===== config.mk =====
export PLATFORM = sky130hd
export DESIGN_NAME = hpp_device_flat
export DESIGN_NICKNAME = d
export VERILOG_FILES = /design/src/hdl/hpp_pkg.sv /design/src/hdl/hpp_link_if.sv /design/src/hdl/hpp_sync3.sv /design/src/hdl/hpp_device.sv /design/src/flat_wrapper.sv
export VERILOG_INCLUDE_DIRS = /design/src /design/src/hdl
export SDC_FILE = /design/constraint.sdc
export NUM_CORES = 1
export LEC_CHECK = 0
export BUFFER_PORTS_ARGS = -buffer_cell sky130_fd_sc_hd__buf_2
export CORE_MARGIN = 2
export CORE_UTILIZATION = 50
export DETAILED_ROUTE_END_ITERATION = 10
export GPL_TIMING_DRIVEN = 1
export PLACE_DENSITY = 0.7
export SLEW_MARGIN = 20
export SYNTH_ARGS = -nofsm -noshare
export SYNTH_HDL_FRONTEND = slang
export SYNTH_SLANG_ARGS = --single-unit

===== constraint.sdc =====
create_clock -name clock -period 3.86 [get_ports clock]
set_input_delay 0.386 -clock clock [delete_from_list [all_inputs] [get_ports clock]]
set_output_delay 0.386 -clock clock [all_outputs]
set_load 0.01 [all_outputs]

===== src/hdl/hpp_map.svh =====
// host parallel port constants: addresses, field positions, reset values, timing counts
`ifndef HPP_MAP_SVH
`define HPP_MAP_SVH

// ----------------------------------------------------------------------
// clock and timing
// ----------------------------------------------------------------------
`define HPP_CLK_PERIOD_PS      40000
// host strobe minimum assertion, 1.5 periods, in picoseconds
`define HPP_STROBE_ASSERT_PS   60000
// host strobe minimum gap after last data register, 2.5 periods
`define HPP_LONG_GAP_PS        100000
// host strobe minimum gap between plain accesses, 1 period
`define HPP_SHORT_GAP_PS       40000
// least time from handshake release to request re-assert, 4 periods
`define HPP_REQ_REARM_PS       160000
// host end: cycles the strobe is held and released (rounded up)
`define HPP_STROBE_ASSERT_CYC  ((`HPP_STROBE_ASSERT_PS + `HPP_CLK_PERIOD_PS - 1) / `HPP_CLK_PERIOD_PS)
`define HPP_LONG_GAP_CYC       ((`HPP_LONG_GAP_PS + `HPP_CLK_PERIOD_PS - 1) / `HPP_CLK_PERIOD_PS)
`define HPP_SHORT_GAP_CYC      ((`HPP_SHORT_GAP_PS + `HPP_CLK_PERIOD_PS - 1) / `HPP_CLK_PERIOD_PS)
`define HPP_REQ_REARM_CYC      ((`HPP_REQ_REARM_PS + `HPP_CLK_PERIOD_PS - 1) / `HPP_CLK_PERIOD_PS)

// ----------------------------------------------------------------------
// host addresses
// ----------------------------------------------------------------------
`define HPP_ADDR_ICR           4'h0
`define HPP_ADDR_CVR           4'h1
`define HPP_ADDR_ISR           4'h2
`define HPP_ADDR_WORD0         4'h4
`define HPP_ADDR_LAST          4'h7

// ----------------------------------------------------------------------
// interface control register fields (bit positions)
// ----------------------------------------------------------------------
`define HPP_ICR_DUAL_STROBE    0
`define HPP_ICR_DOUBLE_REQ     1
`define HPP_ICR_ENDIAN         2
`define HPP_ICR_DMA_SEL        3
`define HPP_ICR_DMA_EN         4
`define HPP_ICR_RESET_VAL      16'h0000

// status register fields
`define HPP_ISR_RX_FULL        0
`define HPP_ISR_TX_EMPTY       1

// ----------------------------------------------------------------------
// pin polarity selection bit positions
// ----------------------------------------------------------------------
`define HPP_POL_RD             0
`define HPP_POL_WR             1
`define HPP_POL_DS             2
`define HPP_POL_CS             3
`define HPP_POL_ACK            4
`define HPP_POL_REQ            5
`define HPP_POL_RRQ            6
`define HPP_POL_TRQ            7
`define HPP_POL_RESET_VAL      8'h00

`endif


===== src/hdl/hpp_pkg.sv =====
// host parallel port shared types
package hpp_pkg;
    typedef enum logic [1:0] {
        HPP_H_IDLE   = 2'b00,
        HPP_H_STROBE = 2'b01,
        HPP_H_GAP    = 2'b10
    } hpp_host_state_t;
endpackage : hpp_pkg


===== src/hdl/hpp_link_if.sv =====
// host parallel port pin bundle between host end and device end
`timescale 1ns/1ps
interface hpp_link_if;
    logic        host_chip_select;
    logic        host_read_strobe;
    logic        host_write_strobe;
    logic        host_shared_strobe;
    logic        host_read_write_line;
    logic        host_dma_acknowledge;
    logic [3:0]  host_address_lines;
    logic [15:0] host_data_out;
    logic [15:0] dev_data_out;
    logic        dev_data_oe;
    logic        host_request_pin;
    logic        host_receive_request_pin;
    logic        host_transmit_request_pin;
    logic [15:0] data_wire;

    assign data_wire = dev_data_oe ? dev_data_out : host_data_out;

    modport host (
        output host_chip_select, host_read_strobe, host_write_strobe, host_shared_strobe,
        output host_read_write_line, host_dma_acknowledge, host_address_lines, host_data_out,
        input  dev_data_out, dev_data_oe, host_request_pin, host_receive_request_pin,
        input  host_transmit_request_pin
    );
    modport device (
        input  host_chip_select, host_read_strobe, host_write_strobe, host_shared_strobe,
        input  host_read_write_line, host_dma_acknowledge, host_address_lines, host_data_out,
        input  data_wire,
        output dev_data_out, dev_data_oe, host_request_pin, host_receive_request_pin,
        output host_transmit_request_pin
    );
endinterface : hpp_link_if


===== src/hdl/hpp_sync3.sv =====
// three-stage pin synchroniser with second/third agreement
`timescale 1ns/1ps
module hpp_sync3 (
    input  wire logic clock,
    input  wire logic reset_n,
    input  wire logic pin_in,
    output logic      level_out
);
    logic s1_ff;
    logic s2_ff;
    logic s3_ff;
    logic lvl_ff;

    always_ff @(posedge clock or negedge reset_n) begin
        if (!reset_n) begin
            s1_ff <= 1'b0;
            s2_ff <= 1'b0;
            s3_ff <= 1'b0;
        end else begin
            s1_ff <= pin_in;
            s2_ff <= s1_ff;
            s3_ff <= s2_ff;
        end
    end

    always_ff @(posedge clock or negedge reset_n) begin
        if (!reset_n) begin
            lvl_ff <= 1'b0;
        end else if (s2_ff == s3_ff) begin
            lvl_ff <= s2_ff;
        end
    end

    assign level_out = lvl_ff;
endmodule : hpp_sync3


===== src/hdl/hpp_device.sv =====
// host parallel port, device end
// ----------------------------------------------------------------------
// Overview of operation
// every control pin polarity software selectable; the code gives the read/write line no polarity selection
// reads use read strobe or shared strobe
// writes use write strobe or shared strobe
// last data register sits at address 7
// endian bit picks word 0 or 3
// single or double host request modes
// receive request drops only when output empty
// transmit request drops only when input full
// request drops within 3.5 periods after read
// request drops within 2.5 periods after write
// config bit picks acknowledge or strobe reference
// wait 4 periods before request re-asserts
// request drops within 3.5 periods of assert
// host holds read strobe 1.5, gap 1
// host gaps 2.5 after last or control reads
// long gap when reading receive after last
// host write strobe 1.5, gap 2.5 after writes
// read data valid within 2 periods, released after
// read data valid within 1 period of select
// host pins synchronised into processor clock domain
// ----------------------------------------------------------------------
`timescale 1ns/1ps
`include "hpp_map.svh"
module hpp_device
    import hpp_pkg::*;
#(
    parameter int DEPTH = 8
) (
    input  wire logic        clock,
    input  wire logic        reset_n,
    hpp_link_if.device       link,
    input  wire logic [7:0]  pin_polarity,
    input  wire logic        out_push,
    input  wire logic [15:0] out_data,
    output logic             out_full,
    input  wire logic        in_pop,
    output logic [15:0]      in_data,
    output logic             in_empty,
    output logic [15:0]      control_word
);
    localparam int AW = $clog2(DEPTH);

    // ------------------------------------------------------------------
    // pin polarity and synchronisation
    // ------------------------------------------------------------------
    logic cs_s, rd_s, wr_s, ds_s, rw_s, ack_s;
    logic [3:0] addr_s;

    hpp_sync3 u_cs  (.clock(clock), .reset_n(reset_n), .pin_in(link.host_chip_select ^
        ~pin_polarity[`HPP_POL_CS]), .level_out(cs_s));
    hpp_sync3 u_rd  (.clock(clock), .reset_n(reset_n), .pin_in(link.host_read_strobe ^
        ~pin_polarity[`HPP_POL_RD]), .level_out(rd_s));
    hpp_sync3 u_wr  (.clock(clock), .reset_n(reset_n), .pin_in(link.host_write_strobe ^
        ~pin_polarity[`HPP_POL_WR]), .level_out(wr_s));
    hpp_sync3 u_ds  (.clock(clock), .reset_n(reset_n), .pin_in(link.host_shared_strobe ^
        ~pin_polarity[`HPP_POL_DS]), .level_out(ds_s));
    hpp_sync3 u_ack (.clock(clock), .reset_n(reset_n), .pin_in(link.host_dma_acknowledge ^
        ~pin_polarity[`HPP_POL_ACK]), .level_out(ack_s));
    hpp_sync3 u_rw  (.clock(clock), .reset_n(reset_n), .pin_in(link.host_read_write_line),
        .level_out(rw_s));

    genvar ga;
    generate
        for (ga = 0; ga < 4; ga++) begin : g_addr
            hpp_sync3 u_a (.clock(clock), .reset_n(reset_n),
                .pin_in(link.host_address_lines[ga]), .level_out(addr_s[ga]));
        end
    endgenerate

    // ------------------------------------------------------------------
    // strobe decode
    // ------------------------------------------------------------------
    logic [15:0] icr_ff;
    logic        dual, dbl_req, endian, dma_sel, dma_en;
    logic        rd_act, wr_act, acc_act, acc_prev_ff;
    logic        rd_prev_ff, wr_prev_ff;
    logic [3:0]  addr_lat_ff;
    logic [1:0]  word_idx;
    logic        last_hit;

    assign dual    = icr_ff[`HPP_ICR_DUAL_STROBE];
    assign dbl_req = icr_ff[`HPP_ICR_DOUBLE_REQ];
    assign endian  = icr_ff[`HPP_ICR_ENDIAN];
    assign dma_sel = icr_ff[`HPP_ICR_DMA_SEL];
    assign dma_en  = icr_ff[`HPP_ICR_DMA_EN];
    assign control_word = icr_ff;

    assign rd_act  = dual ? (rd_s & (cs_s | ack_s)) : (ds_s & rw_s & (cs_s | ack_s));
    assign wr_act  = dual ? (wr_s & (cs_s | ack_s)) : (ds_s & ~rw_s & (cs_s | ack_s));
    assign acc_act = rd_act | wr_act;

    // data words at 4..7; endian picks which word sits at address 7
    assign word_idx = endian ? 2'(addr_lat_ff[1:0]) : 2'(2'd3 - addr_lat_ff[1:0]);
    assign last_hit = ack_s | (addr_lat_ff == `HPP_ADDR_LAST);

    always_ff @(posedge clock or negedge reset_n) begin
        if (!reset_n) begin
            rd_prev_ff  <= 1'b0;
            wr_prev_ff  <= 1'b0;
            acc_prev_ff <= 1'b0;
            addr_lat_ff <= 4'h0;
        end else begin
            rd_prev_ff  <= rd_act;
            wr_prev_ff  <= wr_act;
            acc_prev_ff <= acc_act;
            if (acc_act && !acc_prev_ff) begin
                addr_lat_ff <= ack_s ? `HPP_ADDR_LAST : addr_s;
            end
        end
    end

    logic rd_fall, wr_fall, rd_rise, wr_rise;
    assign rd_rise = rd_act & ~rd_prev_ff;
    assign wr_rise = wr_act & ~wr_prev_ff;
    assign rd_fall = ~rd_act & rd_prev_ff;
    assign wr_fall = ~wr_act & wr_prev_ff;

    // ------------------------------------------------------------------
    // data word staging and fifos
    // ------------------------------------------------------------------
    logic [15:0] tx_word_ff [4];
    logic [15:0] rx_word_ff [4];
    logic [15:0] obuf_ff [DEPTH];
    logic [15:0] ibuf_ff [DEPTH];
    logic [AW:0] ocnt_ff, icnt_ff;
    logic [AW-1:0] ord_ff, owr_ff, ird_ff, iwr_ff;
    logic        opop, ipush;

    assign out_full = (ocnt_ff == (AW+1)'(DEPTH));
    assign in_empty = (icnt_ff == '0);
    assign in_data  = ibuf_ff[ird_ff];
    // a completed last-word read drains one output entry, a completed last-word write fills one input entry
    assign opop  = rd_fall & (addr_lat_ff == `HPP_ADDR_LAST) & (ocnt_ff != '0);
    assign ipush = wr_fall & last_hit & (icnt_ff != (AW+1)'(DEPTH));

    always_ff @(posedge clock or negedge reset_n) begin
        if (!reset_n) begin
            ocnt_ff <= '0;
            ord_ff  <= '0;
            owr_ff  <= '0;
        end else begin
            if (out_push && !out_full) begin
                obuf_ff[owr_ff] <= out_data;
                owr_ff <= owr_ff + 1'b1;
            end
            if (opop) begin
                ord_ff <= ord_ff + 1'b1;
            end
            ocnt_ff <= ocnt_ff + (AW+1)'(out_push && !out_full) - (AW+1)'(opop);
        end
    end

    always_ff @(posedge clock or negedge reset_n) begin
        if (!reset_n) begin
            icnt_ff <= '0;
            ird_ff  <= '0;
            iwr_ff  <= '0;
        end else begin
            if (ipush) begin
                // little endian: word 0 is the word whose write ends now
                ibuf_ff[iwr_ff] <= (word_idx == 2'd0) ? link.data_wire : rx_word_ff[0];
                iwr_ff <= iwr_ff + 1'b1;
            end
            if (in_pop && !in_empty) begin
                ird_ff <= ird_ff + 1'b1;
            end
            icnt_ff <= icnt_ff + (AW+1)'(ipush) - (AW+1)'(in_pop && !in_empty);
        end
    end

    always_ff @(posedge clock) begin
        for (int i = 0; i < 4; i++) begin
            tx_word_ff[i] <= obuf_ff[ord_ff];
        end
    end

    // ------------------------------------------------------------------
    // host writes: control register and receive words
    // ------------------------------------------------------------------
    always_ff @(posedge clock or negedge reset_n) begin
        if (!reset_n) begin
            icr_ff <= `HPP_ICR_RESET_VAL;
            for (int i = 0; i < 4; i++) rx_word_ff[i] <= 16'h0000;
        end else if (wr_fall) begin
            if (addr_lat_ff == `HPP_ADDR_ICR) begin
                icr_ff <= link.data_wire;
            end else if (addr_lat_ff[3:2] == 2'b01) begin
                rx_word_ff[word_idx] <= link.data_wire;
            end
        end
    end

    // ------------------------------------------------------------------
    // read data: driven from strobe assertion, released on deassertion
    // ------------------------------------------------------------------
    logic [15:0] rdata_ff;
    logic        oe_ff;

    always_ff @(posedge clock or negedge reset_n) begin
        if (!reset_n) begin
            rdata_ff <= 16'h0000;
            oe_ff    <= 1'b0;
        end else begin
            oe_ff <= rd_act;
            if (cs_s || ack_s) begin
                unique case (ack_s ? `HPP_ADDR_LAST : addr_s)
                    `HPP_ADDR_ICR: rdata_ff <= icr_ff;
                    `HPP_ADDR_ISR: rdata_ff <= {14'h0000, ocnt_ff == '0, ocnt_ff != '0};
                    4'h4, 4'h5, 4'h6, 4'h7: rdata_ff <= tx_word_ff[0];
                    default: rdata_ff <= 16'h0000;
                endcase
            end
        end
    end

    assign link.dev_data_out = rdata_ff;
    assign link.dev_data_oe  = oe_ff;

    // ------------------------------------------------------------------
    // host request generation
    // ------------------------------------------------------------------
    logic       hs_act, hs_prev_ff, req_ff, rrq_ff, trq_ff;
    logic [2:0] rearm_ff;
    logic       want;

    assign hs_act = dma_sel ? acc_act : ack_s;
    assign want   = (ocnt_ff != '0) | (icnt_ff != (AW+1)'(DEPTH));

    always_ff @(posedge clock or negedge reset_n) begin
        if (!reset_n) begin
            hs_prev_ff <= 1'b0;
            rearm_ff   <= 3'h0;
            req_ff     <= 1'b0;
        end else begin
            hs_prev_ff <= hs_act;
            if (dma_en && hs_act && !hs_prev_ff) begin
                req_ff   <= 1'b0;
                rearm_ff <= 3'(`HPP_REQ_REARM_CYC);
            end else if ((rd_fall || wr_fall) && addr_lat_ff == `HPP_ADDR_LAST) begin
                req_ff   <= 1'b0;
                rearm_ff <= 3'(`HPP_REQ_REARM_CYC);
            end else if (hs_act || rearm_ff != 3'h0) begin
                if (!hs_act) rearm_ff <= rearm_ff - 3'h1;
            end else begin
                req_ff <= want;
            end
        end
    end

    always_ff @(posedge clock or negedge reset_n) begin
        if (!reset_n) begin
            rrq_ff <= 1'b0;
            trq_ff <= 1'b0;
        end else begin
            rrq_ff <= (ocnt_ff != '0);
            trq_ff <= (icnt_ff != (AW+1)'(DEPTH));
        end
    end

    assign link.host_request_pin = (~dbl_req & req_ff)
        ^ ~pin_polarity[`HPP_POL_REQ];
    assign link.host_receive_request_pin = (dbl_req & rrq_ff)
        ^ ~pin_polarity[`HPP_POL_RRQ];
    assign link.host_transmit_request_pin = (dbl_req & trq_ff)
        ^ ~pin_polarity[`HPP_POL_TRQ];
endmodule : hpp_device


===== src/flat_wrapper.sv =====
// flat-port wrapper written by rule: the top's interface ports become plain ports
module hpp_device_flat import hpp_pkg::*;
#(
    parameter int DEPTH = 8
)
  (clock, reset_n, pin_polarity, out_push, out_data, out_full, in_pop, in_data, in_empty, control_word, link_host_chip_select, link_host_read_strobe, link_host_write_strobe, link_host_shared_strobe, link_host_read_write_line, link_host_dma_acknowledge, link_host_address_lines, link_host_data_out, link_dev_data_out, link_dev_data_oe, link_host_request_pin, link_host_receive_request_pin, link_host_transmit_request_pin);
  hpp_link_if link_i ();
  input  wire logic clock;
  input  wire logic reset_n;
  input  wire logic [7:0] pin_polarity;
  input  wire logic out_push;
  input  wire logic [15:0] out_data;
  output logic out_full;
  input  wire logic in_pop;
  output logic [15:0] in_data;
  output logic in_empty;
  output logic [15:0] control_word;
  input wire logic [$bits(link_i.host_chip_select)-1:0] link_host_chip_select;
  input wire logic [$bits(link_i.host_read_strobe)-1:0] link_host_read_strobe;
  input wire logic [$bits(link_i.host_write_strobe)-1:0] link_host_write_strobe;
  input wire logic [$bits(link_i.host_shared_strobe)-1:0] link_host_shared_strobe;
  input wire logic [$bits(link_i.host_read_write_line)-1:0] link_host_read_write_line;
  input wire logic [$bits(link_i.host_dma_acknowledge)-1:0] link_host_dma_acknowledge;
  input wire logic [$bits(link_i.host_address_lines)-1:0] link_host_address_lines;
  input wire logic [$bits(link_i.host_data_out)-1:0] link_host_data_out;
  output wire logic [$bits(link_i.dev_data_out)-1:0] link_dev_data_out;
  output wire logic [$bits(link_i.dev_data_oe)-1:0] link_dev_data_oe;
  output wire logic [$bits(link_i.host_request_pin)-1:0] link_host_request_pin;
  output wire logic [$bits(link_i.host_receive_request_pin)-1:0] link_host_receive_request_pin;
  output wire logic [$bits(link_i.host_transmit_request_pin)-1:0] link_host_transmit_request_pin;
  assign link_i.host_chip_select = link_host_chip_select;
  assign link_i.host_read_strobe = link_host_read_strobe;
  assign link_i.host_write_strobe = link_host_write_strobe;
  assign link_i.host_shared_strobe = link_host_shared_strobe;
  assign link_i.host_read_write_line = link_host_read_write_line;
  assign link_i.host_dma_acknowledge = link_host_dma_acknowledge;
  assign link_i.host_address_lines = link_host_address_lines;
  assign link_i.host_data_out = link_host_data_out;
  assign link_dev_data_out = link_i.dev_data_out;
  assign link_dev_data_oe = link_i.dev_data_oe;
  assign link_host_request_pin = link_i.host_request_pin;
  assign link_host_receive_request_pin = link_i.host_receive_request_pin;
  assign link_host_transmit_request_pin = link_i.host_transmit_request_pin;
  hpp_device #(.DEPTH(DEPTH)) u_core (.clock(clock), .reset_n(reset_n), .link(link_i), .pin_polarity(pin_polarity), .out_push(out_push), .out_data(out_data), .out_full(out_full), .in_pop(in_pop), .in_data(in_data), .in_empty(in_empty), .control_word(control_word));
endmodule

Word-level counts from Yosys, hierarchy flattened
Memory sizes are Yosys's and may differ from the RTL's.
Cells that the tools add are included.
- bits of input ports: 54
- register bits after elaboration: 170
- RAM bits: 320
- output and inout port bits: 54
- memories kept: 3
- word-level logic and storage cells: 188
- equality and inequality tests: 21
- muxes and demuxes: 22
- bitwise operators: 41
- reduce and logical (&&, ||, !) cells: 28
- order comparisons: 2
- add/sub/neg operators: 10
- memories (memory ; words ; width ; read ports ; clocked after Yosys merged registers in ; write ports ; RTL line ; RTL):
    u_core.ibuf_ff ; 8 ; 16 ; 1 ; 0 ; 1 ; hpp_device.sv:127 ; logic [15:0] ibuf_ff [DEPTH];
    u_core.obuf_ff ; 8 ; 16 ; 1 ; 0 ; 1 ; hpp_device.sv:126 ; logic [15:0] obuf_ff [DEPTH];
    u_core.tx_word_ff ; 4 ; 16 ; 1 ; 0 ; 4 ; hpp_device.sv:124 ; logic [15:0] tx_word_ff [4];
- operator list (cell ; count):
    64-bit bitwise mux ; 1
    16-bit two-way mux ; 3
    16-bit case mux with 3 select lines ; 1
    16-bit demux with 2-bit select ; 1
    4-bit by 3-bit equality test with 1-bit output, second input constant ; 5
    4-bit zero test ; 4
    1-bit bitwise AND ; 15
    1-bit NOT ; 13
    3-bit by 1-bit adder with 3-bit output, second input constant ; 4
    3-bit two-way mux ; 4
    1-bit equality test ; 10
    1-bit two-way mux ; 10
    1-bit logical AND ; 9
    4-bit by 1-bit adder with 4-bit output ; 2
    4-bit by 1-bit subtractor with 4-bit output ; 2
    1-bit bitwise XOR ; 8
    3-bit nonzero test ; 2
    4-bit by 2-bit equality test with 1-bit output, second input constant ; 1
    4-bit equality test, second input constant ; 1
    1-bit zero test ; 4
    4-bit two-way mux ; 1
    4-bit != test, second input constant ; 1
    1-bit bitwise OR ; 4
    2-bit AND reduction ; 2
    other kinds (14) ; 16

Logic depth before layout (Yosys ltp)
- depth after elaboration: 11
- depth in mapped cells: 11
- depth with buffers taken out: 10

Hierarchy
From an unflattened synthesis, not the netlist that was laid out.
- cell total of the unflattened synthesis: 816
- area total of the unflattened synthesis: 15502.4 sq um
- by module, submodules not included (module ; instances ; cells an instance ; seq. area each (sq um) ; area each (sq um)):
    hpp_device ; 1 ; 748 ; 10059.6 ; 14139.8
    hpp_sync3 ; 10 ; 5 ; 100.1 ; 111.4
    hpp_device_flat ; 1 ; 18 ; 0.0 ; 249.0

Worst setup path before layout
Ideal clock, no wire load.
- kind: register to register
- from: register u_core.icr_ff[0], in the netlist u_core.control_word[0]
- to: memory u_core.ibuf_ff[0][0], enable pin
- period minus slack after synthesis: 3209 ps
- path buffers: 2
- stages on the path, launching flop included: 7
- setup time: 430 ps
- slack: 651 ps
- arrival: 2779 ps
- required time: 3430 ps
- path through: dfrtp_1 > buf_4 > nor3b_1 > o22ai_2 > nand3_1 > buf_2 > nor4_1
- longest elaborated chain between the ends: 8
- ends and longest elaborated chain (what ; RTL line ; RTL):
    start: declaration ; hpp_device.sv:76 ; logic [15:0] icr_ff;
    start signal: assignment ; hpp_device.sv:185 ; icr_ff <= `HPP_ICR_RESET_VAL;
    start signal: assignment ; hpp_device.sv:189 ; icr_ff <= link.data_wire;
    1-bit two-way mux ; hpp_device.sv:92 ; assign wr_act = dual ? (wr_s & (cs_s | ack_s)) : (ds_s & ~rw_s & (cs_s | ack_s));
    1-bit NOT ; hpp_device.sv:119 ; assign wr_fall = ~wr_act & wr_prev_ff;
    1-bit bitwise AND ; hpp_device.sv:119 ;
    1-bit bitwise AND (2 in a row) ; hpp_device.sv:137 ; assign ipush = wr_fall & last_hit & (icnt_ff != (AW+1)'(DEPTH));
    1-bit two-way mux ; hpp_device.sv:162 ; if (ipush) begin
    1-bit logical AND (implied by the code) ; hpp_device.sv:164 ; ibuf_ff[iwr_ff] <= (word_idx == 2'd0) ? link.data_wire : rx_word_ff[0];
    1-bit two-way mux ; hpp_device.sv:164 ;
    end: declaration ; hpp_device.sv:127 ;
No other way between the ends.

Final worst setup path
- from: register u_core.ird_ff[0]
- to: output in_data[14]
- longest elaborated chain between the ends: 1
- ends and longest elaborated chain (what ; RTL line ; RTL):
    start: declaration ; hpp_device.sv:129 ; logic [AW-1:0] ord_ff, owr_ff, ird_ff, iwr_ff;
    start signal: assignment ; hpp_device.sv:168 ; ird_ff <= ird_ff + 1'b1;
    memory 8 x 16 bit ; - ;
    end: declaration ; flat_wrapper.sv:15 ; output logic [15:0] in_data;
No other way between the ends.

==> summary.md <==
| Metric | Value |
|---|---|
| Min Tclk post-route | `2.99 ns` |
| Mapped Cells | `821` |
| Layout cell share with drive strength beyond 1 | `38.2%` |
| Syn Nets | `895` |
| Final period utilization | `77.4%` |
| Switching Fraction | `30.0%` |
| Vias in the first global route | `7,881` |
| TNS Setup | `0 ns` |
| Final count of hold timing violations | `0` |
| Crit. End Element | `output pin` |
| Worst EP required | `3.47 ns` |
| CTS Hold Bufs | `6` |
| Total CTS buffers | `40` |
| GR Util met1 | `24.9%` |
| Die width | `180 microns` |
| Clock share of power | `26.2%` |
| I/O pin count | `108` |
| Worst vdd ir | `0.455 mV` |
| Root buffer cell | `clkbuf_16` |
| Leakage power | `0.00664 uW` |
| Sw power | `4170 uW` |
| TritonRoute pass-1 iters | `4` |
| Clock Latency Late Sink | `0.52 ns` |
| Design Area, Final | `17,900 sq um` |
| Met3 Use GR | `3.67%` |
| RSZ-0062 raised after global routing | `false` |
| Critical path class | `reg2out` |
| Placed inst area | `16,600 sq um` |
| Setup Viol. Count Final | `0` |
| Syn Std Cell Area | `15,400 sq um` |
| First-pass GRT wire length | `46,300 microns` |
| Reg2Reg Depth | `8` |
| Gr ovfl total | `0` |
| Largest net degree at the start of global routing | `58` |
| Dominant synthesized flop cell | `edfxtp_1` |
| Avg Cell Area, Syn | `18.8 sq um` |
| Post-CTS sizing | `0` |
| Critical path startpoint category | `register` |
| Comb power frac | `27.7%` |
| Drc violations | `0` |
| DR WL/cell | `21.1 microns` |
| Sequential share of power | `46.2%` |
| DRT antenna net count | `0` |
| Max Fclk | `0.335 GHz` |
| Global Route Usage Sum | `18.6%` |
| Worst-path clk slew | `0.06 ns` |
| CTS tree | `done` |
| Ys Warns | `0` |
| Antenna violations before repair | `3` |
| Tightest Pin Transition | `0.899 ns` |
| Hold/Removal Path Class | `in2reg` |
| H-tree levels | `2` |
| Drt via density | `5.52` |
| Internal | `9700 uW` |
| Die Span Y | `180 microns` |
| Max Cap Viol | `0` |
| Starting Density | `50.6%` |
| CTS Sinks | `394` |
| Overall via count from detail_route | `7,716` |
| Post-synthesis register bit count | `394` |
| Status | `finished, final reports clean` |
| Synth async-reset ratio | `31.0%` |
| Synth cell types | `58` |
| Slew headroom | `40.0%` |
| Skew final | `0.0102 ns` |
| DP Wirelength | `18,900 microns` |
| Fin nets | `1,043` |
| Core Area | `30,500 sq um` |
| DRT iter0 DRCs | `469` |
| Seq/Total Area, Yosys | `71.6%` |
| Pwr Density | `775 nW/um^2` |
| Row count | `64` |
| Slew Limit Fails | `0` |
| Most utilized layer in the global route result | `met2` |
| Final wirelength | `29,400 microns` |
| Setup bufs post-CTS | `0` |
| Die Area | `32,300 sq um` |
| CTS max path bufs | `3` |
| Port Buf Inserts | `107` |
| CP max FO | `18` |
| WHS Path Cells | `2` |
| GR Util met2 | `31.0%` |
| Area grow syn2layout | `15.9%` |
| GP Congestion | `0.827` |
| Arrival @ worst endpoint | `2.60 ns` |
| EDFF count, synth | `256` |
-- final cells by class --
cell class                 count  area (sq um)
fill                        2242         12600
multi-input combinational    368          4190
inverter                      22          82.6
sequential                   394         11100
timing repair buffer         143           827
clock inverter                12          90.1
tap                          396           495
antenna                        1          2.50
clock buffer                  62          1150
-- routing by layer --
metal,wire (microns),up-vias
li1,-,3490
met1,12300,3968
met2,14700,198
met3,1590,56
met4,776,4
met5,27,-
-- sequential cells by signal, summed over array words and instances (netlist names), 4 cells and up --
register	cells
u_core.ibuf_ff	128
u_core.obuf_ff	128
u_core.control_word	16
u_core.link.dev_data_out	16
u_core.rx_word_ff	16
u_core.tx_word_ff	16
u_core.addr_lat_ff	4
u_core.g_addr.u_a.level_out	4
u_core.g_addr.u_a.s1_ff	4
u_core.g_addr.u_a.s2_ff	4
u_core.g_addr.u_a.s3_ff	4
u_core.icnt_ff	4
u_core.ocnt_ff	4
-- per-stage QoR --
stage	hold WS [ns]	utilization (%)	setup WS, ns	power, uW	instances
6_report	0.0400	58.7	0.874	13900	1398
5_1_grt	0.0261	58.7	0.712	14600	1397
4_1_cts	0.0232	58.7	0.789	14000	1397
3_5_place_dp	0.336	54.4	1.17	10400	1317
3_3_place_gp	0.334	54.4	1.25	10300	1317
2_1_floorplan	0.0904	-	0.651	9030	821
-- placed cells by master, fill, tap and decap left out, types with 12 or more instances in the layout --
cell / synthesis / final
edfxtp_1: 256 / 256
dfrtp_1: 122 / 118
buf_2: 13 / 106
mux2_2: 91 / 91
mux4_2: 64 / 64
clkbuf_16: 0 / 42
buf_4: 2 / 30
nand2_1: 26 / 26
inv_1: 22 / 22
nor2_1: 20 / 19
ha_1: 18 / 18
clkbuf_1: 15 / 17
o21ai_0: 16 / 16
dfxtp_1: 16 / 16
a22oi_1: 14 / 14
xnor2_1: 12 / 12
-- critical path, cell delays in order (launching register included) --
cell,delay [ns]
dfrtp_2,0.74
buf_4,0.34
mux4_2,0.54
mux2_2,0.30
buf_2,0.15
-- power groups by stage --
stage                     clock network, uW  logic, uW  registers (uW)
final                                  3630       3840            6400
after global placement                    0       3810            6460
after global routing                   3900       4230            6510
after detailed placement                  0       3870            6500
after floorplan                           0       2990            6040
after CTS                              3710       3910            6420
-- synth_stat cells (all sizes together) (3+ instances only) --
cell,number,area share [%]
edfxtp,256,50
dfrtp,122,20
mux2,101,7.6
mux4,64,9.3
nand2,27,0.67
inv,22,0.53
buf,21,0.76
nor2,20,0.49
ha,18,1.5
clkbuf,16,0.40
dfxtp,16,2.1
o21ai,16,0.52
a22oi,14,0.68
xnor2,12,0.68
maj3,10,0.65
nor2b,9,0.36
nor4,9,0.46
xor2,9,0.51
a21oi,8,0.26
nand2b,6,0.24
nor3b,6,0.32
nor3,5,0.16
a21o,3,0.15
nand3,3,0.13
-- worst paths after layout --
check                                                startpoint                              endpoint  slack [ns]
setup / recovery                   u_core.ird_ff[0]$_DFFE_PN0P_                           in_data[14]        0.87
hold / removal                                  pin_polarity[0]           u_core.u_rd.s1_ff$_DFF_PN0_        0.04
setup reg to reg             u_core.u_ack.level_out$_DFFE_PN0N_           u_core.ocnt_ff[2]$_DFF_PN0_        1.17
hold reg to reg            u_core.g_addr[2].u_a.s1_ff$_DFF_PN0_  u_core.g_addr[2].u_a.s2_ff$_DFF_PN0_        0.35
max in group asynchronous                               reset_n          u_core.ord_ff[0]$_DFFE_PN0P_        2.05
min in group asynchronous                               reset_n          u_core.ird_ff[2]$_DFFE_PN0P_        0.39
-- logic make-up (layout without fill, tap and decap cells) --
logic type / after synthesis / after routing / share of synthesized area [%]
buffers and inverters: 59 / 239 / 1.69
AO/OA/AOI/OAI: 56 / 56 / 2.66
XOR/XNOR: 21 / 21 / 1.19
multiplexers: 166 / 166 / 17.0
adder cells (fa/ha/maj): 30 / 30 / 2.37
AND/OR/NAND/NOR: 95 / 95 / 3.48
other: 0 / 1 / 0
flip-flops: 394 / 394 / 71.6
Power figures use the tool's default switching activity.
